**src/wake_regs.svh**
```systemverilog
/*
  Register offsets, field positions, reset values and timing counts of the
  wake-up timer, receive windowing, pin routing and antenna select block.
  Assumes a 20 MHz core clock; included by bare name.
*/
`ifndef WAKE_REGS_SVH
`define WAKE_REGS_SVH

// ------------------------------------------------------------
// register offsets (7-bit serial address)
// ------------------------------------------------------------
`define A_FC2 7'h08
`define A_PIN0 7'h0B
`define A_PIN1 7'h0C
`define A_PIN2 7'h0D
`define A_IOP 7'h0E
`define A_WEXP 7'h14
`define A_WMH 7'h15
`define A_WML 7'h16
`define A_WCH 7'h17
`define A_WCL 7'h18

// ------------------------------------------------------------
// reset values and writable masks
// ------------------------------------------------------------
`define RST_BYTE 8'h00
`define FC2_MASK 8'hF6
`define IOP_MASK 8'h7F
`define WEXP_MASK 8'h3F

// ------------------------------------------------------------
// field positions
// ------------------------------------------------------------
`define FC2_LDC 2
`define EXP_LSB 2
`define TICK_SHIFT 5'h02

// ------------------------------------------------------------
// pin function codes
// ------------------------------------------------------------
`define FN_DEFAULT 5'h00
`define FN_WAKE 5'h01
`define FN_DIRECT 5'h02
`define FN_ANT1 5'h08
`define FN_ANT2 5'h09

// ------------------------------------------------------------
// timing
// ------------------------------------------------------------
`define CLK_NS 50
`define ANT_DWELL_NS 8000
`define ANT_DWELL_CYC ((`ANT_DWELL_NS + `CLK_NS - 1) / `CLK_NS)
`define LISTEN_UNITS 4

`endif

```
**src/wake_pkg.sv**
```systemverilog
/*
  Types of the wake-up timer block: window state and the packed state record.
  Assumes nothing beyond a SystemVerilog elaborator.
*/
package wake_pkg;

  // ------------------------------------------------------------
  // receive window sequencer
  // ------------------------------------------------------------
  typedef enum logic [1:0] {
    LDC_IDLE = 2'b00,
    LDC_LISTEN = 2'b01,
    LDC_EXTEND = 2'b10
  } ldc_e;

  // ------------------------------------------------------------
  // all state of the block
  // ------------------------------------------------------------
  typedef struct packed {
    logic [2:0] sclk_s;
    logic [1:0] sel_s;
    logic [1:0] sdi_s;
    logic [2:0] rc_s;
    logic [2:0] xt_s;
    logic [1:0] por_s;
    logic [1:0] mck_s;
    logic [3:0] bitcnt;
    logic [14:0] shift;
    logic [7:0] sdo_sh;
    logic sdo;
    logic sdo_oe;
    logic [7:0] fc2;
    logic [2:0][7:0] pin;
    logic [7:0] iop;
    logic [7:0] wexp;
    logic [15:0] wm;
    logic [17:0] pre;
    logic [15:0] count;
    logic irq_n;
    logic xtal_on;
    logic wake_flag;
    ldc_e ldc;
    logic [7:0] win;
    logic pre_seen;
    logic rx_win;
    logic rx_prev;
    logic ant_sel;
    logic locked;
    logic [7:0] dwell;
    logic [7:0] rssi_a;
    logic [7:0] rssi_b;
    logic [2:0] gout;
    logic [2:0] goe;
    logic [5:0] drv;
    logic [2:0] pull;
    logic ant1;
    logic ant2;
  } state_s;

endpackage

```
**src/wake_timer.sv**
```systemverilog
/*
  Wake-up timer with receive duty cycling, three routed pins and antenna
  select, reached over the serial register port.
  Assumes: the 32 kHz RC clock, serial pins, reset-source and clock-out pins
  are asynchronous; mode, detector and status-read inputs share core_clk.
*/
// Behaviour
// - timer ticks from the internal 32.768 kHz RC clock by default
// - enabled timer in sleep counts the period; expiry pulls interrupt low if enabled
// - period is mantissa times 2^(exponent+2) ticks of 32.768 kHz
// - 2-bit fine field is held beside the 4-bit exponent
// - live 16-bit count readable anytime through two read-only bytes
// - expiry with interrupt enabled also starts the 30 MHz oscillator
// - expiry with interrupt disabled flags a pin only, no state change
// - external crystal select turns pin 0 into the oscillator pin
// - external crystal select moves the period and window timing onto the crystal ticks; the antenna dwell stays on core_clk cycles
// - duty-cycle mode opens receive each period, closes without preamble or sync
// - preamble plus sync extends receive by the programmed duration
// - duration is field times 2^(exponent+2) ticks, exponent shared
// - shutdown pulls every pin low
// - 5-bit function per pin; code zero gives reset, inverted reset, clock
// - 2-bit drive strength per pin, larger means stronger
// - diversity compares both antennas during preamble, keeps the stronger
// - diversity toggles the antennas until the packet starts
// - fixed antenna codes drive the tabled pairs in and out of receive
// - codes 1xx run diversity; 1xx codes idle at bit 0, 0xx codes idle at bit 1
`include "wake_regs.svh"

module wake_timer
  import wake_pkg::*;
#(
  parameter int DWELL_CYC = `ANT_DWELL_CYC,
  parameter int LISTEN_UNITS = `LISTEN_UNITS
) (
  input wire logic core_clk, // 20 MHz core clock
  input wire logic sys_rst, // synchronous reset, high
  input wire logic spi_sclk, // serial clock pin
  input wire logic spi_sel_n, // serial select pin, low
  input wire logic spi_sdi, // serial data in
  output logic spi_sdo, // serial data out
  output logic spi_sdo_oe, // serial out enable
  input wire logic rc_osc_clk, // 32.768 kHz rc clock
  input wire logic timer_enable, // timer enable bit
  input wire logic ext_crystal_select, // external 32k crystal
  input wire logic timer_irq_enable, // timer interrupt enable
  input wire logic sleep_mode, // device is in sleep
  input wire logic shutdown, // device is in shutdown
  input wire logic status_read, // host read status, pulse
  input wire logic rx_on, // receiver commanded on
  input wire logic preamble_valid, // preamble found, pulse
  input wire logic preamble_invalid, // preamble timeout, pulse
  input wire logic sync_valid, // sync word found, pulse
  input wire logic [7:0] rssi, // signal strength
  input wire logic [7:0] rx_window_time, // window duration field
  input wire logic por, // power-on reset level
  input wire logic mcu_clk, // clock for the host
  input wire logic [2:0] gpio_in, // pad inputs
  output logic [2:0] gpio_out, // pad outputs
  output logic [2:0] gpio_oe, // pad enables
  output logic [5:0] pin_drive_strength, // 2 bits per pad
  output logic [2:0] pin_pullup_enable, // pad pull-ups
  output logic irq_out_n, // interrupt, low
  output logic xtal_start, // 30 MHz oscillator request
  output logic ldc_rx_on, // duty-cycle receive window
  output logic ant1, // antenna switch 1
  output logic ant2 // antenna switch 2
);

  // ------------------------------------------------------------
  // elaboration checks
  // ------------------------------------------------------------
  if (DWELL_CYC < 4 || DWELL_CYC > 255) begin : g_chk_dwell
    $error("dwell count out of range");
  end
  if (LISTEN_UNITS < 1 || LISTEN_UNITS > 255) begin : g_chk_listen
    $error("listen count out of range");
  end

  localparam logic [7:0] DWELL = 8'(DWELL_CYC);
  localparam logic [7:0] LISTEN = 8'(LISTEN_UNITS);

  state_s q;
  state_s d;
  logic tick;
  logic run;
  logic unit;
  logic expire;
  logic rx;
  logic [7:0] dwell_lim;
  logic [3:0] r_exp;
  logic [18:0] span;
  logic [17:0] lim;

  // register read mux; reserved bits read zero
  function automatic logic [7:0] rd_byte(input state_s s, input logic [6:0] a);
    case (a)
      `A_FC2: rd_byte = s.fc2;
      `A_PIN0: rd_byte = s.pin[0];
      `A_PIN1: rd_byte = s.pin[1];
      `A_PIN2: rd_byte = s.pin[2];
      `A_IOP: rd_byte = s.iop;
      `A_WEXP: rd_byte = s.wexp;
      `A_WMH: rd_byte = s.wm[15:8];
      `A_WML: rd_byte = s.wm[7:0];
      `A_WCH: rd_byte = s.count[15:8];
      `A_WCL: rd_byte = s.count[7:0];
      default: rd_byte = 8'h00;
    endcase
  endfunction

  // ------------------------------------------------------------
  // timer decode
  // ------------------------------------------------------------
  // tick source follows the crystal select; edges only from settled stages
  assign tick = ext_crystal_select ? (q.xt_s[1] & ~q.xt_s[2])
                                   : (q.rc_s[1] & ~q.rc_s[2]);
  assign run = timer_enable & (sleep_mode | q.fc2[`FC2_LDC]);
  assign r_exp = q.wexp[`EXP_LSB +: 4];
  assign span = 19'h1 << (5'(r_exp) + `TICK_SHIFT);
  assign lim = 18'(span - 19'h1);
  assign unit = run & tick & (q.pre == lim);
  // a lowered mantissa still expires at the next unit rather than wrapping
  assign expire = unit & (q.wm != 16'h0) & (q.count >= q.wm - 16'h1);
  assign rx = rx_on | q.rx_win;
  assign dwell_lim = (q.fc2[7] & q.fc2[6]) ? (DWELL >> 1) : DWELL;

  // ------------------------------------------------------------
  // next state
  // ------------------------------------------------------------
  always_comb begin
    logic [7:0] wdat;
    logic [6:0] wadr;
    logic [2:0] code;
    logic o;
    wdat = {q.shift[6:0], q.sdi_s[1]};
    wadr = q.shift[13:7];
    code = q.fc2[7:5];
    o = 1'b0;
    d = q;
    // two-stage synchronisers, a third stage only for edge detection
    d.sclk_s = {q.sclk_s[1:0], spi_sclk};
    d.sel_s = {q.sel_s[0], spi_sel_n};
    d.sdi_s = {q.sdi_s[0], spi_sdi};
    d.rc_s = {q.rc_s[1:0], rc_osc_clk};
    d.xt_s = {q.xt_s[1:0], gpio_in[0]};
    d.por_s = {q.por_s[0], por};
    d.mck_s = {q.mck_s[0], mcu_clk};

    // serial port: rw bit, 7-bit address, 8 data bits, msb first
    if (q.sel_s[1]) begin
      d.bitcnt = 4'h0;
      d.sdo_oe = 1'b0;
      d.sdo = 1'b0;
    end else begin
      d.sdo_oe = 1'b1;
      if (q.sclk_s[1] & ~q.sclk_s[2]) begin
        d.shift = {q.shift[13:0], q.sdi_s[1]};
        d.bitcnt = q.bitcnt + 4'h1;
        if (q.bitcnt == 4'h7) begin
          d.sdo_sh = rd_byte(q, {q.shift[5:0], q.sdi_s[1]});
        end
        if (q.bitcnt == 4'hF && q.shift[14]) begin
          case (wadr)
            `A_FC2: d.fc2 = wdat & `FC2_MASK;
            `A_PIN0: d.pin[0] = wdat;
            `A_PIN1: d.pin[1] = wdat;
            `A_PIN2: d.pin[2] = wdat;
            `A_IOP: d.iop = wdat & `IOP_MASK;
            `A_WEXP: d.wexp = wdat & `WEXP_MASK;
            `A_WMH: d.wm[15:8] = wdat;
            `A_WML: d.wm[7:0] = wdat;
            default: ;
          endcase
        end
      end
      // data shifts out on falling edges of the second byte
      if ((~q.sclk_s[1] & q.sclk_s[2]) && q.bitcnt[3]) begin
        d.sdo = q.sdo_sh[7];
        d.sdo_sh = {q.sdo_sh[6:0], 1'b0};
      end
    end

    // period prescaler and counter, cleared while the timer is idle
    if (!run) begin
      d.pre = 18'h0;
      d.count = 16'h0;
    end else if (tick) begin
      d.pre = unit ? 18'h0 : q.pre + 18'h1;
      if (unit) begin
        d.count = expire ? 16'h0 : q.count + 16'h1;
      end
    end

    // interrupt and pin flag: a clear never loses a same-cycle expiry
    if (status_read) begin
      d.irq_n = 1'b1;
      d.wake_flag = 1'b0;
    end
    if (!sleep_mode) begin
      d.xtal_on = 1'b0;
    end
    if (expire) begin
      if (timer_irq_enable) begin
        d.irq_n = 1'b0;
        d.xtal_on = 1'b1;
      end else begin
        d.wake_flag = 1'b1;
      end
    end

    // duty-cycle receive window, counted in the same units as the period
    if (preamble_valid) begin
      d.pre_seen = 1'b1;
    end
    unique case (q.ldc)
      LDC_IDLE: begin
        if (expire & q.fc2[`FC2_LDC]) begin
          d.ldc = LDC_LISTEN;
          d.rx_win = 1'b1;
          d.win = 8'h0;
          d.pre_seen = 1'b0;
        end
      end
      LDC_LISTEN: begin
        if (unit) begin
          d.win = q.win + 8'h1;
        end
        if (sync_valid & (q.pre_seen | preamble_valid)) begin
          d.ldc = LDC_EXTEND;
          d.win = 8'h0;
        end else if (preamble_invalid | (unit & (q.win + 8'h1 >= LISTEN))) begin
          d.ldc = LDC_IDLE;
          d.rx_win = 1'b0;
        end
      end
      LDC_EXTEND: begin
        if (unit) begin
          d.win = q.win + 8'h1;
        end
        if ((unit & (q.win + 8'h1 >= rx_window_time)) | (rx_window_time == 8'h0)) begin
          d.ldc = LDC_IDLE;
          d.rx_win = 1'b0;
        end
      end
      default: begin
        d.ldc = LDC_IDLE;
        d.rx_win = 1'b0;
      end
    endcase
    if (!run) begin
      d.ldc = LDC_IDLE;
      d.rx_win = 1'b0;
    end

    // diversity: dwell on each antenna, keep its strength, lock at packet
    d.rx_prev = rx;
    if (rx & ~q.rx_prev) begin
      d.locked = 1'b0;
      d.ant_sel = 1'b0;
      d.dwell = 8'h0;
    end else if (rx & ~q.locked & code[2]) begin
      if (preamble_valid) begin
        d.locked = 1'b1;
        d.ant_sel = q.rssi_b > q.rssi_a;
      end else if (q.dwell == dwell_lim - 8'h1) begin
        d.dwell = 8'h0;
        d.ant_sel = ~q.ant_sel;
        if (q.ant_sel) begin
          d.rssi_b = rssi;
        end else begin
          d.rssi_a = rssi;
        end
      end else begin
        d.dwell = q.dwell + 8'h1;
      end
    end

    // antenna outputs
    if (!rx) begin
      d.ant1 = code[2] ? code[0] : code[1];
      d.ant2 = code[2] ? code[0] : code[1];
    end else if (code[2]) begin
      d.ant1 = d.ant_sel;
      d.ant2 = ~d.ant_sel;
    end else begin
      d.ant1 = code[0];
      d.ant2 = ~code[0];
    end

    // pad routing; shutdown overrides the crystal pin
    for (int i = 0; i < 3; i++) begin
      case (q.pin[i][4:0])
        `FN_DEFAULT: o = (i == 0) ? q.por_s[1] : (i == 1) ? ~q.por_s[1] : q.mck_s[1];
        `FN_WAKE: o = q.wake_flag;
        `FN_DIRECT: o = q.iop[i];
        `FN_ANT1: o = q.ant1;
        `FN_ANT2: o = q.ant2;
        default: o = 1'b0;
      endcase
      d.gout[i] = o;
      d.goe[i] = 1'b1;
      d.drv[2*i +: 2] = q.pin[i][7:6];
      d.pull[i] = q.pin[i][5] & ~shutdown;
      if (i == 0 && ext_crystal_select) begin
        d.gout[i] = 1'b0;
        d.goe[i] = 1'b0;
        d.pull[i] = 1'b0;
      end
      if (shutdown) begin
        d.gout[i] = 1'b0;
        d.goe[i] = 1'b1;
      end
    end
  end

  // ------------------------------------------------------------
  // state register
  // ------------------------------------------------------------
  always_ff @(posedge core_clk) begin
    if (sys_rst) begin
      q <= '0;
      q.irq_n <= 1'b1;
      q.sel_s <= 2'b11;
    end else begin
      q <= d;
    end
  end

  // outputs straight from the state register
  assign spi_sdo = q.sdo;
  assign spi_sdo_oe = q.sdo_oe;
  assign gpio_out = q.gout;
  assign gpio_oe = q.goe;
  assign pin_drive_strength = q.drv;
  assign pin_pullup_enable = q.pull;
  assign irq_out_n = q.irq_n;
  assign xtal_start = q.xtal_on;
  assign ldc_rx_on = q.rx_win;
  assign ant1 = q.ant1;
  assign ant2 = q.ant2;
endmodule

```
**config.mk**
```make
export PLATFORM = sky130hd
export DESIGN_NAME = wake_timer
export DESIGN_NICKNAME = d
export VERILOG_FILES = /design/src/wake_pkg.sv /design/src/wake_timer.sv
export VERILOG_INCLUDE_DIRS = /design/src
export SDC_FILE = /design/constraint.sdc
export NUM_CORES = 1
export LEC_CHECK = 0
export ABC_AREA = 1
export BUFFER_PORTS_ARGS = -buffer_cell sky130_fd_sc_hd__buf_2
export CAP_MARGIN = 25
export CORE_ASPECT_RATIO = 1.5
export CORE_UTILIZATION = 25
export DETAILED_ROUTE_END_ITERATION = 16
export GPL_ROUTABILITY_DRIVEN = 0
export SETUP_SLACK_MARGIN = 0.05
export SLEW_MARGIN = 20
export SYNTH_ARGS = -nofsm -noshare
export SYNTH_HDL_FRONTEND = slang
export SYNTH_SLANG_ARGS = --single-unit
export TNS_END_PERCENT = 20
```
**constraint.sdc**
```tcl
create_clock -name core_clk -period 3.7 [get_ports core_clk]
set_input_delay 0.185 -clock core_clk [delete_from_list [all_inputs] [get_ports core_clk]]
set_output_delay 0.185 -clock core_clk [all_outputs]
set_load 0.02 [all_outputs]
```
==> flow_metrics.tcl, run 1 <==
set metrics [dict create \
    outcome "completed" \
    cp_common_cell "nand2_1" \
    drt.antenna.violating_nets 0 \
    synthesis.instances 1534 \
    design.portCount 59 \
    tritoncts "yes" \
    timing_hold_violations_final 0 \
    mappedNetlistNets 1615 \
    critPathMaxStageDelay_ns 0.42 \
    htree_levels 4 \
    grt_antenna_before_repair 0 \
    synth_edf_count 0 \
    period_needed_ns 3.38 \
    dpl-instance-area_mm2 0.0115 \
    rows 92 \
    fin_skew_ns 0.0172 \
    rsz0062_at_grt "yes" \
    grt_total_ovfl 0 \
    fp.dieW_um 171 \
    cp_num_buf_inv 3 \
    finalWirelength_um 31000 \
    post_synthesis_sequential_area_ratio_pct 36.9 \
    power_per_cell_area_mw_per_mm2 343 \
    layout.area.seq_mm2 0.00394 \
    critical_path_required_ns 4.03 \
    cellLeakagePower_nw 5.10 \
    placeableCoreArea_mm2 0.0421 \
    slew_violations 0 \
    total_area_of_multi_input_combinational_cells_mm2 0.00557 \
    clock_latency_ns 0.45 \
    routed-via-count 10200 \
    clock_pin_slew_of_the_registers_on_the_worst_case_setup_and_hold_paths_ns 0.08 \
    post-synth-top-area-cell "dfxtp_1" \
    via_per_inst 4.73 \
    syn_to_final_growth_pct 14.9 \
    route.detailed.wl_per_inst_um 14.3 \
    port-buffer-count 56 \
    timing.hold.worst.class "in2reg" \
    fin_cells 2165 \
    global_route.usage.total_pct 14.4 \
    cts.sink_count 197 \
    slew_headroom_pct 41.7 \
    cap_violations 0 \
    synth_seq_cells 197 \
    layout_worst_path_cycle_share_pct 91.5 \
    commonest_cells_after_routing_fill_and_taps_aside "inv_1 (236), nand2_1 (236), dfxtp_1 (197)" \
    proportion_of_netlist_area_held_by_the_largest_area_contributor_pct 36.9 \
    power.ir.vdd_worst_mv 0.245 \
    n_diodes 0 \
    crit_path_start_kind "flop" \
    finalSetupTns_ns 0 \
    syn_area_per_cell_um2 6.97 \
    worst_setup_path_end_kind "flop" \
    hold-worst-slack_ns 0.0229 \
    synthTopCellsByArea "dfxtp_1 (37%), inv_1 (8.3%), nand2_1 (8.3%), a21oi_1 (7.0%), o21ai_0 (6.7%)" \
    layout.nets 1669 \
    critPathKind "reg2reg" \
    floorplan.initialDensity_pct 25.4 \
    critical_path_cell_with_the_highest_stage_delay "nor2_1" \
    syn-cell-area_mm2 0.0107 \
    worst-path-max-fanout 6 \
    first_iter_violations 534 \
    grt_pass1_vias 9834 \
    worst_path_dominant_cell_family "simple AND/OR/NAND/NOR gates" \
    root_buffer "clkbuf_16" \
    number_of_buffers_created_by_cts 17 \
    worst_slew_pin_slew_ns 0.872 \
    critical_path.cell_chain "ha_1 > inv_2 > nand3_2 > inv_2 > nand2_1 > ha_1 > nand2_1 > nand2_1 > nand2_1 > nand3_1 > nand2_1 > inv_1 > nor4b_1 > nand3_1 > nor2_1 > nand2_1 > nand2_1 > a21oi_1" \
    fp.dieArea_mm2 0.0436 \
    layout-drive-gt1-share_pct 9.74 \
    remaining_drc_errors 0 \
    floorplan.die.height_um 255 \
    detailedRoute.firstPassIterationCount 7 \
    grt_pass1_wl_um 49100 \
    grt_max_degree 64 \
    dpl.cell_count 2121 \
    fmax_mhz 295 \
    synth-main-ff-cell "dfxtp_1" \
    n_fill_cell 4642 \
    synth_async_sr_flop_share_pct 0 \
    finish.instance_area_mm2 0.0123 \
    half_perimeter_wire_length_after_detailed_placement_um 24000 \
    timing.critical_path.arrival_ns 3.71 \
    synthesis_warnings 0 \
    synth.lib_cells_used.distinct 47 \
    finalSetupViolations 0 \
    cts_buffer_depth 2 \
]
## per-stage QoR
stage	setup WS [ns]	utilization, %	total power [mW]
4_1_cts	0.242	29.1	4.26
3_3_place_gp	0.302	27.4	2.32
6_report	0.316	29.2	4.22
5_1_grt	0.0287	29.2	4.36
2_1_floorplan	0.669	-	2.27
3_5_place_dp	0.257	27.4	2.32
## state kept, by name, indices dropped and copies added, names as in the netlist, 2 cells and up
signal	cells
pin_pullup_enable	3
pin_drive_strength	6
gpio_out	3
gpio_oe	2
d	16
q	160
## synthesized netlist by cell type, types with 3 or more instances
master / n
inv_1: 237
nand2_1: 236
dfxtp_1: 197
nor2_1: 162
a21oi_1: 149
o21ai_0: 144
nand3_1: 83
ha_1: 44
nor3_1: 38
xor2_1: 31
clkbuf_1: 26
nand4_1: 25
buf_4: 16
o22ai_1: 14
nor4_1: 10
a31oi_1: 9
nor2_2: 9
nand2_2: 8
o2111ai_1: 8
a221oi_1: 7
inv_2: 6
nand3_2: 6
o211ai_1: 6
o221ai_1: 5
buf_6: 4
clkinv_1: 4
nand3b_1: 4
nor2_4: 4
o21ai_1: 4
o31ai_1: 4
o41ai_1: 4
or2_2: 4
o21a_1: 3
xnor2_1: 3
## layout make-up
| class | instances | share of cell area [%] |
|---|---|---|
| Sequential cell | 197 | 32.1 |
| Timing Repair Buffer | 85 | 4.36 |
| Clock buffer | 18 | 3.49 |
| Multi-Input combinational cell | 1040 | 45.3 |
| Clock inverter | 14 | 1.46 |
| Inverter | 247 | 7.55 |
| Tap cell | 564 | 5.74 |
## timing repair
item | CTS | global route
hold buffers | 10 | 0
resized for setup | 0 | 5
endpoints found under the setup margin | 0 | 28
setup buffers | 0 | 1
hold endpoints to repair | 10 | 0
## worst min-delay path: stages
cell     delay (ns)
buf_2          0.08
o21ai_0        0.07
a21oi_1        0.10
## worst paths after layout
| kind | startpoint | endpoint | slack [ns] | cells past startpoint |
|---|---|---|---|---|
| worst max register to register | q[112]$_SDFFE_PP0P_ | q[73]$_SDFFE_PP0P_ | 0.32 | 18 |
| worst max-delay path | q[112]$_SDFFE_PP0P_ | q[73]$_SDFFE_PP0P_ | 0.32 | 18 |
| worst min-delay path | rssi[3] | q[20]$_SDFFE_PP0P_ | 0.02 | 3 |
| worst min register to register | d[201]$_SDFF_PP0_ | d[202]$_SDFF_PP0_ | 0.40 | 2 |
## routing by layer
metal	up-vias	share of wire [%]	track usage, %
li1	5170	-	-
met1	4674	41	15.8
met2	292	49	25.6
met3	95	4.3	2.32
met4	0	5.4	9.03
met5	-	0	0
## where the power goes
| group | switching [mW] | internal [mW] |
|---|---|---|
| Sequential | 0.00908 | 2.13 |
| Combinational | 0.0912 | 0.0488 |
| Clock | 0.956 | 0.977 |
| Total | 1.06 | 3.16 |
## cell families after synthesis
family	after synthesis	synth area share [%]
and+or+nand+nor	600	25.4
AOI/OAI and AO/OA	362	18.5
buffers and inverters	297	11.3
DFF	197	36.9
adders and majority gates	44	5.15
xor gates and xnor gates	34	2.78
(Power assumes the default switching activity.)
==> run 2: changes to the inputs <==
--- a/config.mk
+++ b/config.mk
@@ -13,6 +13,7 @@
 export CORE_UTILIZATION = 25
 export DETAILED_ROUTE_END_ITERATION = 16
 export GPL_ROUTABILITY_DRIVEN = 0
+export PLACE_DENSITY = 0.42
 export SETUP_SLACK_MARGIN = 0.05
 export SLEW_MARGIN = 20
 export SYNTH_ARGS = -nofsm -noshare
==> flow_metrics.tcl, run 2 (synthesis gave the netlist of run 1 again) <==
set metrics [dict create \
    outcome "completed" \
    dpl_ws_ns 0.102 \
    power.ir.vdd_worst_mv 0.302 \
    timing.hold.worst.class "in2reg" \
    htree_levels 4 \
    rows 92 \
    critical_path_required_ns 4.06 \
    half_perimeter_wire_length_after_detailed_placement_um 26500 \
    layout_worst_path_cycle_share_pct 92.0 \
    syn_to_final_growth_pct 16.5 \
    remaining_drc_errors 0 \
    grt_pass1_wl_um 53800 \
    via_per_inst 4.62 \
    clock_pin_slew_of_the_registers_on_the_worst_case_setup_and_hold_paths_ns 0.08 \
    period_needed_ns 3.40 \
    fin_skew_ns 0.0138 \
    timing.critical_path.arrival_ns 3.76 \
    port-buffer-count 56 \
    grt_antenna_before_repair 0 \
    fp.dieW_um 171 \
    route.detailed.wl_per_inst_um 15.8 \
    max_flop_register "q" \
    timing_hold_violations_final 0 \
    grt_pass1_vias 9719 \
    drt.antenna.violating_nets 0 \
    placeableCoreArea_mm2 0.0421 \
    rsz0062_at_grt "no" \
    worst-path-max-fanout 7 \
    setup_slack_ns 0.295 \
    cellLeakagePower_nw 5.20 \
    crit_path_start_kind "flop" \
    first_iter_violations 638 \
    cts_buffer_depth 2 \
    tritoncts "yes" \
    layout-drive-gt1-share_pct 10.9 \
    floorplan.die.height_um 255 \
    worst_setup_path_end_kind "flop" \
    commonest_cells_after_routing_fill_and_taps_aside "inv_1 (235), nand2_1 (235), dfxtp_1 (197)" \
    cap_violations 0 \
    worst_slew_pin_slew_ns 0.925 \
    global_route.usage.total_pct 16.3 \
    clock_latency_ns 0.46 \
    detailedRoute.firstPassIterationCount 7 \
    slew_violations 0 \
    finalWirelength_um 34600 \
    grt_max_degree 57 \
    slew_headroom_pct 38.3 \
    cts.sink_count 197 \
    power_per_cell_area_mw_per_mm2 336 \
    critPathKind "reg2reg" \
    finalSetupTns_ns 0 \
    grt_total_ovfl 0 \
    fp.dieArea_mm2 0.0436 \
    root_buffer "clkbuf_16" \
    floorplan.initialDensity_pct 25.4 \
    n_diodes 0 \
    number_of_buffers_created_by_cts 17 \
    number_of_flip_flops_in_the_largest_register 160 \
    n_fill_cell 4693 \
    design.portCount 59 \
    layout.nets 1689 \
    routed-via-count 10100 \
    finalSetupViolations 0 \
    fmax_mhz 294 \
]
## run 2: cell count changes in the layout (fill, tap and decap cells not counted), sizes merged
cell	previous run	this run
dlygate4sd3	10	15
buf	74	88
bufinv	1	0
nand2	245	246
clkinvlp	0	2
nand3	91	92
clkbuf	19	17
## run 2: cell type report
cell class	count	area [um2]	share of cell area (%)
Sequential cell	197	3940	31.7
Clock buffer	17	425	3.41
Clock inverter	15	158	1.27
Multi-Input combinational cell	1042	5620	45.1
Inverter	247	930	7.46
Tap cell	564	706	5.66
Timing Repair Buffer	103	681	5.46
## run 2: power breakdown
group / total (mW) / internal (mW) / leakage, nW / switching [mW]
registers: 2.14 / 2.13 / 1.59 / 0.00808
logic: 0.147 / 0.0530 / 3.32 / 0.0936
clock network: 1.90 / 0.905 / 0.280 / 0.991
## run 2: path summary, 6_finish.rpt
| check | from | cells after the start | slack (ns) | end |
|---|---|---|---|---|
| hold reg to reg | d[201]$_SDFF_PP0_ | 2 | 0.40 | d[202]$_SDFF_PP0_ |
| setup reg to reg | q[114]$_SDFFE_PP0P_ | 18 | 0.30 | q[68]$_SDFFE_PP0P_ |
| setup / recovery | q[114]$_SDFFE_PP0P_ | 18 | 0.30 | q[68]$_SDFFE_PP0P_ |
| hold / removal | rssi[7] | 3 | 0.02 | q[24]$_SDFFE_PP0P_ |
## run 2: what timing repair did
item / CTS / global route
hold buffers: 15 / 0
endpoints found under the setup margin: 0 / 26
resized for setup: 0 / 14
endpoints found under the hold margin: 18 / 0
setup buffers: 0 / 7
## run 2: per-stage QoR
| stage | instances | utilization [%] | instance area (um2) | power, mW | hold WS (ns) |
|---|---|---|---|---|---|
| 2_1_floorplan | 1534 | - | 10700 | 2.27 | 0.287 |
| 3_5_place_dp | 2128 | 27.5 | 11600 | 2.33 | 0.372 |
| 6_report | 2185 | 29.6 | 12500 | 4.18 | 0.0207 |
| 3_3_place_gp | 2128 | 27.5 | 11600 | 2.33 | 0.374 |
| 4_1_cts | 2175 | 29.3 | 12300 | 4.26 | 0.00195 |
| 5_1_grt | 2185 | 29.6 | 12500 | 4.35 | 0.0169 |
## run 2: worst max-delay path, cell delays in order (launching register included)
cell and delay, ns:
dfxtp_1 0.54, nand2_2 0.16, nor2_2 0.21, nor2_2 0.10
nand2_1 0.10, ha_1 0.30, nand2_2 0.14, nor2_4 0.13
nand2_1 0.08, nand3_1 0.08, nand2_1 0.12, nor2_4 0.26
nand4_1 0.25, nor2_4 0.31, nand3_2 0.18, nor2_1 0.16
nand2_1 0.07, nand2_1 0.06, nor2_1 0.04
## run 2: per-layer routing
layer  wire (um)  GRT usage, %  share of wire (%)  vias up
li1            -             -                  -     5222
met2       17800          29.8                 52      214
met5           0             0                  0        -
met3        1250          2.44                3.6       63
met4        1290          7.70                3.7        0
met1       14200          18.4                 41     4587
==> run 3: changes to the inputs <==
--- a/config.mk
+++ b/config.mk
@@ -13,7 +13,7 @@
 export CORE_UTILIZATION = 25
 export DETAILED_ROUTE_END_ITERATION = 16
 export GPL_ROUTABILITY_DRIVEN = 0
-export PLACE_DENSITY = 0.42
+export PLACE_DENSITY = 0.39
 export SETUP_SLACK_MARGIN = 0.05
 export SLEW_MARGIN = 20
 export SYNTH_ARGS = -nofsm -noshare
==> flow_metrics.tcl, run 3 (synthesis gave the netlist of run 1 again) <==
set metrics [dict create \
    outcome "completed" \
    grt_total_ovfl 0 \
    root_buffer "clkbuf_16" \
    port-buffer-count 56 \
    layout-drive-gt1-share_pct 10.9 \
    hold_start "rssi[2]" \
    fp.dieW_um 171 \
    power_per_cell_area_mw_per_mm2 334 \
    clock_pin_slew_of_the_registers_on_the_worst_case_setup_and_hold_paths_ns 0.08 \
    cellLeakagePower_nw 5.20 \
    cap_violations 0 \
    first_element_of_the_critical_path "q[94]$_SDFFE_PP0P_" \
    htree_levels 4 \
    syn_to_final_growth_pct 16.8 \
    global_route.usage.total_pct 16.6 \
    clock_latency_ns 0.47 \
    crit_path_start_kind "flop" \
    half_perimeter_wire_length_after_detailed_placement_um 27500 \
    finalWirelength_um 35200 \
    critPathKind "reg2reg" \
    fmax_mhz 304 \
    layout.nets 1692 \
    number_of_flip_flops_in_the_largest_register 160 \
    worst_slew_pin_slew_ns 0.949 \
    floorplan.initialDensity_pct 25.4 \
    first_iter_violations 546 \
    cts.sink_count 197 \
    grt_pass1_wl_um 54500 \
    slew_violations 0 \
    fp.dieArea_mm2 0.0436 \
    critical_path_required_ns 4.11 \
    route.detailed.wl_per_inst_um 16.1 \
    rows 92 \
    fin_cells 2187 \
    power.ir.vdd_worst_mv 0.299 \
    fin_skew_ns 0.0162 \
    timing_hold_violations_final 0 \
    finalSetupTns_ns 0 \
    n_diodes 0 \
    detailedRoute.firstPassIterationCount 5 \
    number_of_buffers_created_by_cts 17 \
    placeableCoreArea_mm2 0.0421 \
    layout_worst_path_cycle_share_pct 88.8 \
    finalSetupViolations 0 \
    design.portCount 59 \
    remaining_drc_errors 0 \
    tritoncts "yes" \
    grt_pass1_vias 9721 \
    cts_buffer_depth 2 \
    worst_setup_path_end_kind "flop" \
    worst-path-max-fanout 8 \
    via_per_inst 4.61 \
    timing.critical_path.arrival_ns 3.70 \
    rsz0062_at_grt "yes" \
    max_flop_register "q" \
    timing.hold.worst.class "in2reg" \
    grt_max_degree 46 \
    r2r_start "q[94]$_SDFFE_PP0P_" \
    grt_antenna_before_repair 0 \
    slew_headroom_pct 36.4 \
    commonest_cells_after_routing_fill_and_taps_aside "inv_1 (235), nand2_1 (235), dfxtp_1 (197)" \
    drt.antenna.violating_nets 0 \
    routed-via-count 10100 \
    dpl.cell_count 2130 \
    period_needed_ns 3.29 \
    floorplan.die.height_um 255 \
]
-- run 3: cell count changes in the layout (fill, tap and decap cells not counted), sizes merged --
cell / delta
nand3: -1
clkinvlp: -1
dlygate4sd3: +4
-- run 3: power breakdown --
group	total (mW)	internal, mW	switching (mW)
registers	2.14	2.13	0.00863
logic	0.150	0.0554	0.0950
clock network	1.88	0.895	0.984
total	4.17	3.08	1.09
-- run 3: layer usage --
layer	up-vias	global-route usage [%]	part of all wire, %
li1	5231	-	-
met1	4649	18.6	42
met2	160	31.0	53
met3	49	2.20	2.5
met4	0	7.14	2.9
met5	-	0	0
-- run 3: final timing paths --
| path | to | slack, ns | cells past startpoint |
|---|---|---|---|
| min reg2reg | d[192]$_SDFF_PP0_ | 0.40 | 2 |
| min | q[19]$_SDFFE_PP0P_ | 0.03 | 3 |
| max reg2reg | q[46]$_SDFFE_PP0P_ | 0.41 | 22 |
| max | q[46]$_SDFFE_PP0P_ | 0.41 | 22 |
-- run 3: stage by stage --
stage	hold WS (ns)	utilization (%)	power (mW)	area, um2	worst slack [ns]
6_report	0.0272	29.6	4.17	12500	0.413
5_1_grt	0.0259	29.6	4.34	12500	0.0343
4_1_cts	0.00302	29.3	4.25	12400	0.121
3_5_place_dp	0.371	27.5	2.33	11600	0.145
3_3_place_gp	0.374	27.5	2.33	11600	0.160
2_1_floorplan	0.287	-	2.27	10700	0.669
-- run 3: layout make-up --
cell class / instances / area, um2
multi-input combinational: 1041 / 5630
clock inverter: 14 / 141
sequential: 197 / 3940
tap: 564 / 706
clock buffer: 17 / 425
timing repair buffer: 107 / 711
inverter: 247 / 930
fill: 4732 / 29600
-- run 3: timing repair --
| action | CTS | global route |
|---|---|---|
| hold buffers | 19 | 0 |
| endpoints found under the setup margin | 0 | 46 |
| hold endpoints to repair | 21 | 0 |
| setup buffers | 0 | 5 |
| gates resized for setup | 0 | 18 |
-- run 3: critical path, cell delays in order (launching register included) --
cell	delay (ns)
dfxtp_1	0.34
inv_1	0.09
ha_1	0.18
nand2_1	0.12
nor3_2	0.27
nand2_2	0.12
nor2_2	0.15
nand3_1	0.10
nor2_2	0.11
nand3_1	0.11
inv_1	0.08
nor2_1	0.05
ha_1	0.29
nand4_1	0.14
nor2_2	0.15
nand2_1	0.07
nand3_2	0.11
nand4_1	0.21
nand2_4	0.20
nand3_4	0.13
nand2_1	0.09
nand2_1	0.05
nor2_1	0.09
